===== src/rtl/opc_defines.vh =====
// Register offsets, field positions, reset values and codes of the opamp pair
// configuration bank.
// Assumes a classic Wishbone slave with 32-bit data and byte addressing.
//
// Operation
// - The first amplifier's two control bytes sit at peripheral addresses 0C0h and 0C1h.
// - The second amplifier's two control bytes sit at 0C2h and 0C3h, the switch control at 0CFh.
// - All bits of the five registers are read/write and clear to zero on power-up clear.
// - Control byte 0 holds inverting select 7-6, non-inverting select 5-4, power mode 3-2.
// - Control byte 1 holds function code 4-2 and calibration enable in bit 1.
// - A force pair of 01 presents inverting select 00 and function 110; 00 forces nothing.
// - A force pair of 10 presents inverting select 01 and function 110; bits 5-4 amp1, 1-0 amp0.
`ifndef OPC_DEFINES_VH
`define OPC_DEFINES_VH

// ----------------------------------------------------------------------------
// Register indices (byte address is four times the index)
// ----------------------------------------------------------------------------
`define OPC_IDX_AMP0_CTL0   8'hC0
`define OPC_IDX_AMP0_CTL1   8'hC1
`define OPC_IDX_AMP1_CTL0   8'hC2
`define OPC_IDX_AMP1_CTL1   8'hC3
`define OPC_IDX_SWITCH      8'hCF
`define OPC_ADDR_W          10

// ----------------------------------------------------------------------------
// Reset values
// ----------------------------------------------------------------------------
`define OPC_RST_VAL         8'h00

// ----------------------------------------------------------------------------
// Field positions
// ----------------------------------------------------------------------------
`define OPC_INV_HI          7
`define OPC_INV_LO          6
`define OPC_NINV_HI         5
`define OPC_NINV_LO         4
`define OPC_PWR_HI          3
`define OPC_PWR_LO          2
`define OPC_FC_HI           4
`define OPC_FC_LO           2
`define OPC_CAL_BIT         1
`define OPC_FRC0_HI         1
`define OPC_FRC0_LO         0
`define OPC_FRC1_HI         5
`define OPC_FRC1_LO         4

// ----------------------------------------------------------------------------
// Codes
// ----------------------------------------------------------------------------
`define OPC_FRC_NONE        2'h0
`define OPC_FRC_PIN1        2'h1
`define OPC_FRC_PIN2        2'h2
`define OPC_INV_PIN1        2'h0
`define OPC_INV_PIN2        2'h1
`define OPC_FC_INV_AMP      3'h6

`endif


===== src/rtl/opc_reg8.v =====
// One byte-wide read/write configuration register.
// Assumes write strobe already decoded by the bus slave.
`timescale 1ns/10ps
`default_nettype none
`include "opc_defines.vh"
module opc_reg8 (
    // Clock and reset
    input  wire       clk_i,
    input  wire       rst_i,
    // Write port
    input  wire       we_i,
    input  wire [7:0] wdata_i,
    // Stored value
    output reg  [7:0] q_o
);
    always @(posedge clk_i) begin
        if (rst_i) begin
            q_o <= `OPC_RST_VAL;
        end else if (we_i) begin
            q_o <= wdata_i;
        end
    end
endmodule
`default_nettype wire


===== src/rtl/opc_force.v =====
// Applies a switch-control force pair to one amplifier's inverting select
// and function code.
// Assumes combinational use; the caller registers the results.
`timescale 1ns/10ps
`default_nettype none
`include "opc_defines.vh"
module opc_force (
    // Stored selections
    input  wire [1:0] frc_i,
    input  wire [1:0] inv_i,
    input  wire [2:0] fc_i,
    // Effective selections
    output reg  [1:0] inv_o,
    output reg  [2:0] fc_o
);
    always @* begin
        inv_o = inv_i;
        fc_o  = fc_i;
        case (frc_i)
            `OPC_FRC_PIN1: begin
                inv_o = `OPC_INV_PIN1;
                fc_o  = `OPC_FC_INV_AMP;
            end
            `OPC_FRC_PIN2: begin
                inv_o = `OPC_INV_PIN2;
                fc_o  = `OPC_FC_INV_AMP;
            end
            default: begin
                inv_o = inv_i;
                fc_o  = fc_i;
            end
        endcase
    end
endmodule
`default_nettype wire


===== src/rtl/opc_top.v =====
// Opamp pair configuration bank: five byte registers behind a classic
// Wishbone slave, with registered effective control outputs.
// Assumes a single 10 MHz clock and a synchronous active-high reset.
//
// Chosen here: register access over Wishbone.
`timescale 1ns/10ps
`default_nettype none
`include "opc_defines.vh"
module opc_top (
    // Clock and reset
    input  wire        clk_i,
    input  wire        rst_i,
    // Wishbone slave
    input  wire        wb_cyc_i,
    input  wire        wb_stb_i,
    input  wire        wb_we_i,
    input  wire [31:0] wb_adr_i,
    input  wire [3:0]  wb_sel_i,
    input  wire [31:0] wb_dat_i,
    output reg  [31:0] wb_dat_o,
    output reg         wb_ack_o,
    // Amplifier 0 effective controls
    output reg  [1:0]  amp0_inverting_input_select_o,
    output reg  [1:0]  amp0_noninverting_input_select_o,
    output reg  [1:0]  amp0_power_mode_select_o,
    output reg  [2:0]  amp0_function_code_o,
    output reg         amp0_calibration_enable_o,
    // Amplifier 1 effective controls
    output reg  [1:0]  amp1_inverting_input_select_o,
    output reg  [1:0]  amp1_noninverting_input_select_o,
    output reg  [1:0]  amp1_power_mode_select_o,
    output reg  [2:0]  amp1_function_code_o,
    output reg         amp1_calibration_enable_o,
    // Routing switches
    output reg  [7:0]  routing_switch_control_o
);
    // ------------------------------------------------------------------------
    // Bus decode
    // ------------------------------------------------------------------------
    localparam NREG = 5;
    wire       req   = wb_cyc_i & wb_stb_i & ~wb_ack_o;
    wire [7:0] idx   = wb_adr_i[9:2];
    wire       upper = |wb_adr_i[31:10];
    wire       wr    = req & wb_we_i & wb_sel_i[0];
    wire [8*NREG-1:0] idx_tab = {`OPC_IDX_SWITCH, `OPC_IDX_AMP1_CTL1,
                                 `OPC_IDX_AMP1_CTL0, `OPC_IDX_AMP0_CTL1,
                                 `OPC_IDX_AMP0_CTL0};
    wire [8*NREG-1:0] q_all;
    wire [NREG-1:0]   hit;

    genvar g;
    generate
        for (g = 0; g < NREG; g = g + 1) begin : g_reg
            assign hit[g] = ~upper & (idx == idx_tab[8*g+7:8*g]);
            opc_reg8 u_reg (
                .clk_i   (clk_i),
                .rst_i   (rst_i),
                .we_i    (wr & hit[g]),
                .wdata_i (wb_dat_i[7:0]),
                .q_o     (q_all[8*g+7:8*g])
            );
        end
    endgenerate

    wire [7:0] a0c0 = q_all[7:0];
    wire [7:0] a0c1 = q_all[15:8];
    wire [7:0] a1c0 = q_all[23:16];
    wire [7:0] a1c1 = q_all[31:24];
    wire [7:0] swc  = q_all[39:32];

    // ------------------------------------------------------------------------
    // Read mux: stored contents, unaffected by forcing
    // ------------------------------------------------------------------------
    reg [7:0] rd_d;
    integer k;
    always @* begin
        rd_d = 8'h00;
        for (k = 0; k < NREG; k = k + 1) begin
            if (hit[k]) begin
                rd_d = q_all[8*k+:8];
            end
        end
    end

    always @(posedge clk_i) begin
        if (rst_i) begin
            wb_ack_o <= 1'b0;
            wb_dat_o <= 32'h0000_0000;
        end else begin
            wb_ack_o <= req;
            wb_dat_o <= req ? {24'h00_0000, rd_d} : 32'h0000_0000;
        end
    end

    // ------------------------------------------------------------------------
    // Forcing and effective outputs
    // ------------------------------------------------------------------------
    wire [1:0] inv0_eff;
    wire [2:0] fc0_eff;
    wire [1:0] inv1_eff;
    wire [2:0] fc1_eff;

    opc_force u_frc0 (
        .frc_i (swc[`OPC_FRC0_HI:`OPC_FRC0_LO]),
        .inv_i (a0c0[`OPC_INV_HI:`OPC_INV_LO]),
        .fc_i  (a0c1[`OPC_FC_HI:`OPC_FC_LO]),
        .inv_o (inv0_eff),
        .fc_o  (fc0_eff)
    );

    opc_force u_frc1 (
        .frc_i (swc[`OPC_FRC1_HI:`OPC_FRC1_LO]),
        .inv_i (a1c0[`OPC_INV_HI:`OPC_INV_LO]),
        .fc_i  (a1c1[`OPC_FC_HI:`OPC_FC_LO]),
        .inv_o (inv1_eff),
        .fc_o  (fc1_eff)
    );

    always @(posedge clk_i) begin
        if (rst_i) begin
            amp0_inverting_input_select_o    <= 2'h0;
            amp0_noninverting_input_select_o <= 2'h0;
            amp0_power_mode_select_o         <= 2'h0;
            amp0_function_code_o             <= 3'h0;
            amp0_calibration_enable_o        <= 1'b0;
            amp1_inverting_input_select_o    <= 2'h0;
            amp1_noninverting_input_select_o <= 2'h0;
            amp1_power_mode_select_o         <= 2'h0;
            amp1_function_code_o             <= 3'h0;
            amp1_calibration_enable_o        <= 1'b0;
            routing_switch_control_o         <= 8'h00;
        end else begin
            amp0_inverting_input_select_o    <= inv0_eff;
            amp0_noninverting_input_select_o <= a0c0[`OPC_NINV_HI:`OPC_NINV_LO];
            amp0_power_mode_select_o         <= a0c0[`OPC_PWR_HI:`OPC_PWR_LO];
            amp0_function_code_o             <= fc0_eff;
            amp0_calibration_enable_o        <= a0c1[`OPC_CAL_BIT];
            amp1_inverting_input_select_o    <= inv1_eff;
            amp1_noninverting_input_select_o <= a1c0[`OPC_NINV_HI:`OPC_NINV_LO];
            amp1_power_mode_select_o         <= a1c0[`OPC_PWR_HI:`OPC_PWR_LO];
            amp1_function_code_o             <= fc1_eff;
            amp1_calibration_enable_o        <= a1c1[`OPC_CAL_BIT];
            routing_switch_control_o         <= swc;
        end
    end
endmodule
`default_nettype wire


===== config.mk =====
export PLATFORM = sky130hd
export DESIGN_NAME = opc_top
export DESIGN_NICKNAME = d
export VERILOG_FILES = /design/src/rtl/opc_reg8.v /design/src/rtl/opc_force.v /design/src/rtl/opc_top.v
export VERILOG_INCLUDE_DIRS = /design/src /design/src/rtl
export SDC_FILE = /design/constraint.sdc
export NUM_CORES = 1
export LEC_CHECK = 0
export ABC_CLOCK_PERIOD_IN_PS = 2000
export BUFFER_PORTS_ARGS = -buffer_cell sky130_fd_sc_hd__clkbuf_2
export CORE_MARGIN = 8
export CORE_UTILIZATION = 48
export DETAILED_ROUTE_END_ITERATION = 6
export PLACE_DENSITY = 0.83
export SETUP_SLACK_MARGIN = 0.4
export SYNTH_ARGS = -nofsm -noshare
export SYNTH_HDL_FRONTEND = slang
export SYNTH_SLANG_ARGS = --single-unit

===== constraint.sdc =====
create_clock -name clk_i -period 2 [get_ports clk_i]
set_input_delay 0.1 -clock clk_i [delete_from_list [all_inputs] [get_ports clk_i]]
set_output_delay 0.1 -clock clk_i [all_outputs]
set_load 0.005 [all_outputs]

* Word level (Yosys, flattened, before mapping)
Cells that the tools add are included.
** Operators by class
- Eq/ne operators :: 9
- Multiplexer cells :: 9
- Bitwise gates (word level) :: 17
- Reductions and logical operators :: 6
** Operators by type and width (number)
- 8-bit == test, second input constant :: 5
- 8-bit two-way mux :: 5
- 22-bit OR reduction :: 1
- 1-bit bitwise AND :: 14
- 2-bit one-hot mux with 2 select lines :: 2
- 3-bit two-way mux :: 2
- 2-bit OR reduction :: 3
- 3-bit OR reduction :: 2
- 2-bit by 1-bit == test with 1-bit output, second input constant :: 2
- 2-bit == test, second input constant :: 2
- 1-bit NOT :: 3
** Storage, ports and cells
- Bits in registers :: 101
- Bits of input ports :: 73
- Output and inout port bits :: 61
- Word-level logic and storage cells :: 62

* Longest topological paths before layout
- Word-level depth :: 8
- Gate-level depth with buffers :: 6
- Depth with buffers taken out :: 4

* By module
A second synthesis with hierarchy kept.
** Second synthesis, totals
- Cells, all modules :: 317
- Area total of the unflattened synthesis :: 3224.3 sq um
** By module, submodules not included
- opc_top :: instances 1, cells each 173, area an instance 1680.4 sq um, sequential area each 740.7 sq um
- opc_reg8 :: instances 5, cells each 26, area an instance 285.3 sq um, sequential area each 160.2 sq um
- opc_force :: instances 2, cells each 7, area an instance 58.8 sq um, sequential area each 0.0 sq um

* Worst setup path before layout
OpenSTA, ideal clock, no wires.
- Path kind :: register -> register
- Start :: reg wb_ack_o
- End :: reg g_reg[0].u_reg.q_o[0]
- Setup time :: 0.072 ns
- Data arrival time :: 1.417 ns
- Data required time :: 1.928 ns
- Path slack :: 0.512 ns
- Stages on the path, launching flop included :: 7
- Path buffers :: 2
- Clock period less this slack :: 1.488 ns
- Path through :: dfxtp_1 > and3b_1 > and4_1 > clkbuf_1 > and4_1 > buf_4 > mux2i_1
** On the way
- Longest elaborated chain between the ends :: 5
** Ends and longest elaborated chain
- from (decl) :: line opc_top.v:21 : output reg wb_ack_o,
- from (signal assigned) :: line opc_top.v:90 : wb_ack_o <= req;
- 1-bit NOT :: line opc_top.v:41 : wire req = wb_cyc_i & wb_stb_i & ~wb_ack_o;
- 1-bit bitwise AND :: line opc_top.v:41
- 1-bit bitwise AND (2 in a row) :: line opc_top.v:44 : wire wr = req & wb_we_i & wb_sel_i[0];
- 1-bit bitwise AND :: line opc_top.v:58 : .we_i (wr & hit[g]),
- to (signal assigned) :: line opc_reg8.v:18 : q_o <= `OPC_RST_VAL;
- to (signal assigned) :: line opc_reg8.v:20 : q_o <= wdata_i;
- to (decl) :: line opc_reg8.v:14 : output reg [7:0] q_o
No other way between the ends.
A chain may end at the register's enable or synchronous reset.

* Worst setup path in the final report
- Start :: reg wb_ack_o
- End :: reg g_reg[2].u_reg.q_o[3]
** On the way
- Longest elaborated chain between the ends :: 5
** Ends and longest elaborated chain (line)
- 1-bit NOT :: opc_top.v:41
- 1-bit bitwise AND :: opc_top.v:41
- 1-bit bitwise AND (2 in a row) :: opc_top.v:44
- 1-bit bitwise AND :: opc_top.v:58
- to (signal assigned) :: opc_reg8.v:18
- to (signal assigned) :: opc_reg8.v:20
- to (decl) :: opc_reg8.v:14
No other way between the ends.

==> metrics <==
hold path depth=3; part of the Yosys area used for sequential elements=0.4654; hold buffers post-CTS=0; top cells by area, synth=dfxtp_1, mux2i_1, nand2b_1, buf_4, inv_1; clk buf depth=2; CTS Sinks=77; initial DRC count=85; unrepaired setup endpoints after global routing=true; Die H=99.07 µm; Avg Inst Size Synth=10.13 µm²; vias in the first global route=2640; H-tree levels=3; Synth async-reset ratio=0; post-layout util=0.5866; final worst path period need=1.618 ns; initial antenna violation count=0; TritonCTS clock tree=built; port bufs=80; clock slew at reported path FFs=0.08 ns; synthesized area=3312 µm²; P&R area growth vs syn=19.00%; final setup fails=0; fillers=591; Chip Width=99.07 µm; Slew Viols, Final=0; diode count=0; routed wire length per instance=15.85 µm; leakage dissipation=0.002079 µW; Critical Path AT=1.89 ns; DRT Pass-1 Iters=4; Tot GR Track Use=0.1645; Multi-input gate area=1509 µm²; Synth cell types=28; Setup crit start kind=register; Hold Fails Final Rpt=0; status=finished, final reports clean; Site Rows=30; VDD IR max=0.0003030 V; largest net degree at the start of global routing=33; DRT antenna net count=0; ratio of cells with drive above 1 in the final layout=0.2764; max-cap viol count=0; crit share post-route=0.8090; Post-Syn Instances=327; count leader, synth=dfxtp_1; Commonest cells post-synth=dfxtp_1, mux2i_1, nand2b_1; R2R cell count=4; PostCTS Resize Cnt=1; dpl hpwl=5790 µm; Starting Density=0.4929; Core Area=6719 µm²; slew margin rel.=0.6309; worst-skew pair later-pin latency=0.35 ns; flop2flop setup slack=0.38 ns; Final TNS setup=0 ns; Post-DP Area=3722 µm²; register area=1541 µm²; number of flops mapped to enable cells by yosys=0; first-pass GRT wire length=12690 µm; Worst Setup Path Type=reg2reg; WL final=7862 µm; total grt overflow=0; clk_skew=0.006722 ns; Root Buffer=clkbuf_8; vias per cell=4.988; Ys Warns=0; gpl congestion=0.8292; share of the synthesized area in the top cell type=0.4654; Synth area leader=dfxtp_1; Slew @ Worst Pin=0.5517 ns; cts bufs inserted=9; FF+latch count, synth=77; Vias=2474; Power Dens Cells=748.5 nW/µm²; drt drc=0; Nets=488; count of boundary I/O pins=134; setup bufs post-CTS=0; Crit. End Element=register; max frequency=0.6180 GHz; Die Footprint=9814 µm²; Critical Path RT=2.27 ns; post-route cell area=3941 µm²; Primary FF master, synth=dfxtp_1; worst-path fanout max=8; Hold Crit Class=in2reg
## final cells by class
type | count | area share
Sequential cell | 77 | 0.3911
Timing Repair Buffer | 89 | 0.1197
Multi-Input combinational cell | 206 | 0.3829
Tap cell | 80 | 0.02540
Clock buffer | 11 | 0.03333
Inverter | 28 | 0.02667
Clock inverter | 5 | 0.02095
## placed cells by master (no fill, tap or decap), types with 3 or more instances in the layout
cell type / n
nand2b_1: 48
nor2_1: 15
mux2i_1: 50
a21o_1: 8
a21oi_1: 4
buf_4: 8
nor4_2: 5
ha_1: 4
nand4_2: 3
conb_1: 24
clkbuf_2: 80
dfxtp_1: 77
a22oi_1: 8
inv_1: 28
nor3_1: 11
clkbuf_8: 9
and2_1: 3
nor2b_1: 4
o2bb2ai_1: 8
## per-layer routing
| layer | vias up | track usage | wire, µm |
|---|---|---|---|
| met5 | - | 0 | 0 |
| met4 | 0 | 0.08265 | 252 |
| met3 | 22 | 0.05426 | 427 |
| met2 | 65 | 0.3004 | 4172 |
| met1 | 1168 | 0.1624 | 3009 |
| li1 | 1219 | - | - |
## worst max-delay path, cell delays in order, from the launching register on
cell and delay (ns):
dfxtp_1 0.31, and3b_1 0.24, and4_2 0.30, nand4_2 0.38, mux2i_1 0.30
## final timing paths
kind / endpoint / startpoint
worst max-delay path: g_reg[2].u_reg.q_o[3]$_SDFFE_PP0P_ / wb_ack_o$_SDFF_PP0_
worst min-delay path: g_reg[2].u_reg.q_o[5]$_SDFFE_PP0P_ / wb_dat_i[5]
worst max register to register: g_reg[2].u_reg.q_o[3]$_SDFFE_PP0P_ / wb_ack_o$_SDFF_PP0_
worst min register to register: amp1_noninverting_input_select_o[0]$_SDFF_PP0_ / g_reg[2].u_reg.q_o[4]$_SDFFE_PP0P_
## cell families after synthesis
group	Yosys count	share of synthesized area
buffers and inverters	67	0.1054
flip-flops	77	0.4654
AND/OR/NAND/NOR	100	0.1983
other	1	0.001132
adder cells (fa/ha/maj)	4	0.01511
AO/OA/AOI/OAI	28	0.06347
multiplexers	50	0.1511
## through the flow
stage | cells | total power, µW | worst slack (ns) | hold slack [ns]
after global routing | 496 | 3066 | 0.3091 | 0.1223
final | 496 | 2950 | 0.3819 | 0.1171
after CTS | 496 | 2974 | 0.3667 | 0.1058
after detailed placement | 480 | 1719 | 0.2869 | 0.4595
after floorplan | 350 | 1686 | 0.5117 | 0.3420
after global placement | 480 | 1716 | 0.3541 | 0.4530
## where the power goes
part	internal, µW	switching, µW
logic	68.4	84.8
registers	1530	0.394
clock network	710	554
total	2310	639
## registers in the layout, indices dropped and copies added (netlist names), 2 cells and up
| register | count |
|---|---|
| amp1_power_mode_select_o | 2 |
| amp1_function_code_o | 3 |
| amp0_inverting_input_select_o | 2 |
| amp1_inverting_input_select_o | 2 |
| amp1_noninverting_input_select_o | 2 |
| amp0_function_code_o | 3 |
| amp0_noninverting_input_select_o | 2 |
| amp0_power_mode_select_o | 2 |
| wb_dat_o | 8 |
| routing_switch_control_o | 8 |
| g.u_reg.q_o | 40 |
Power figures use the tool's default switching activity.
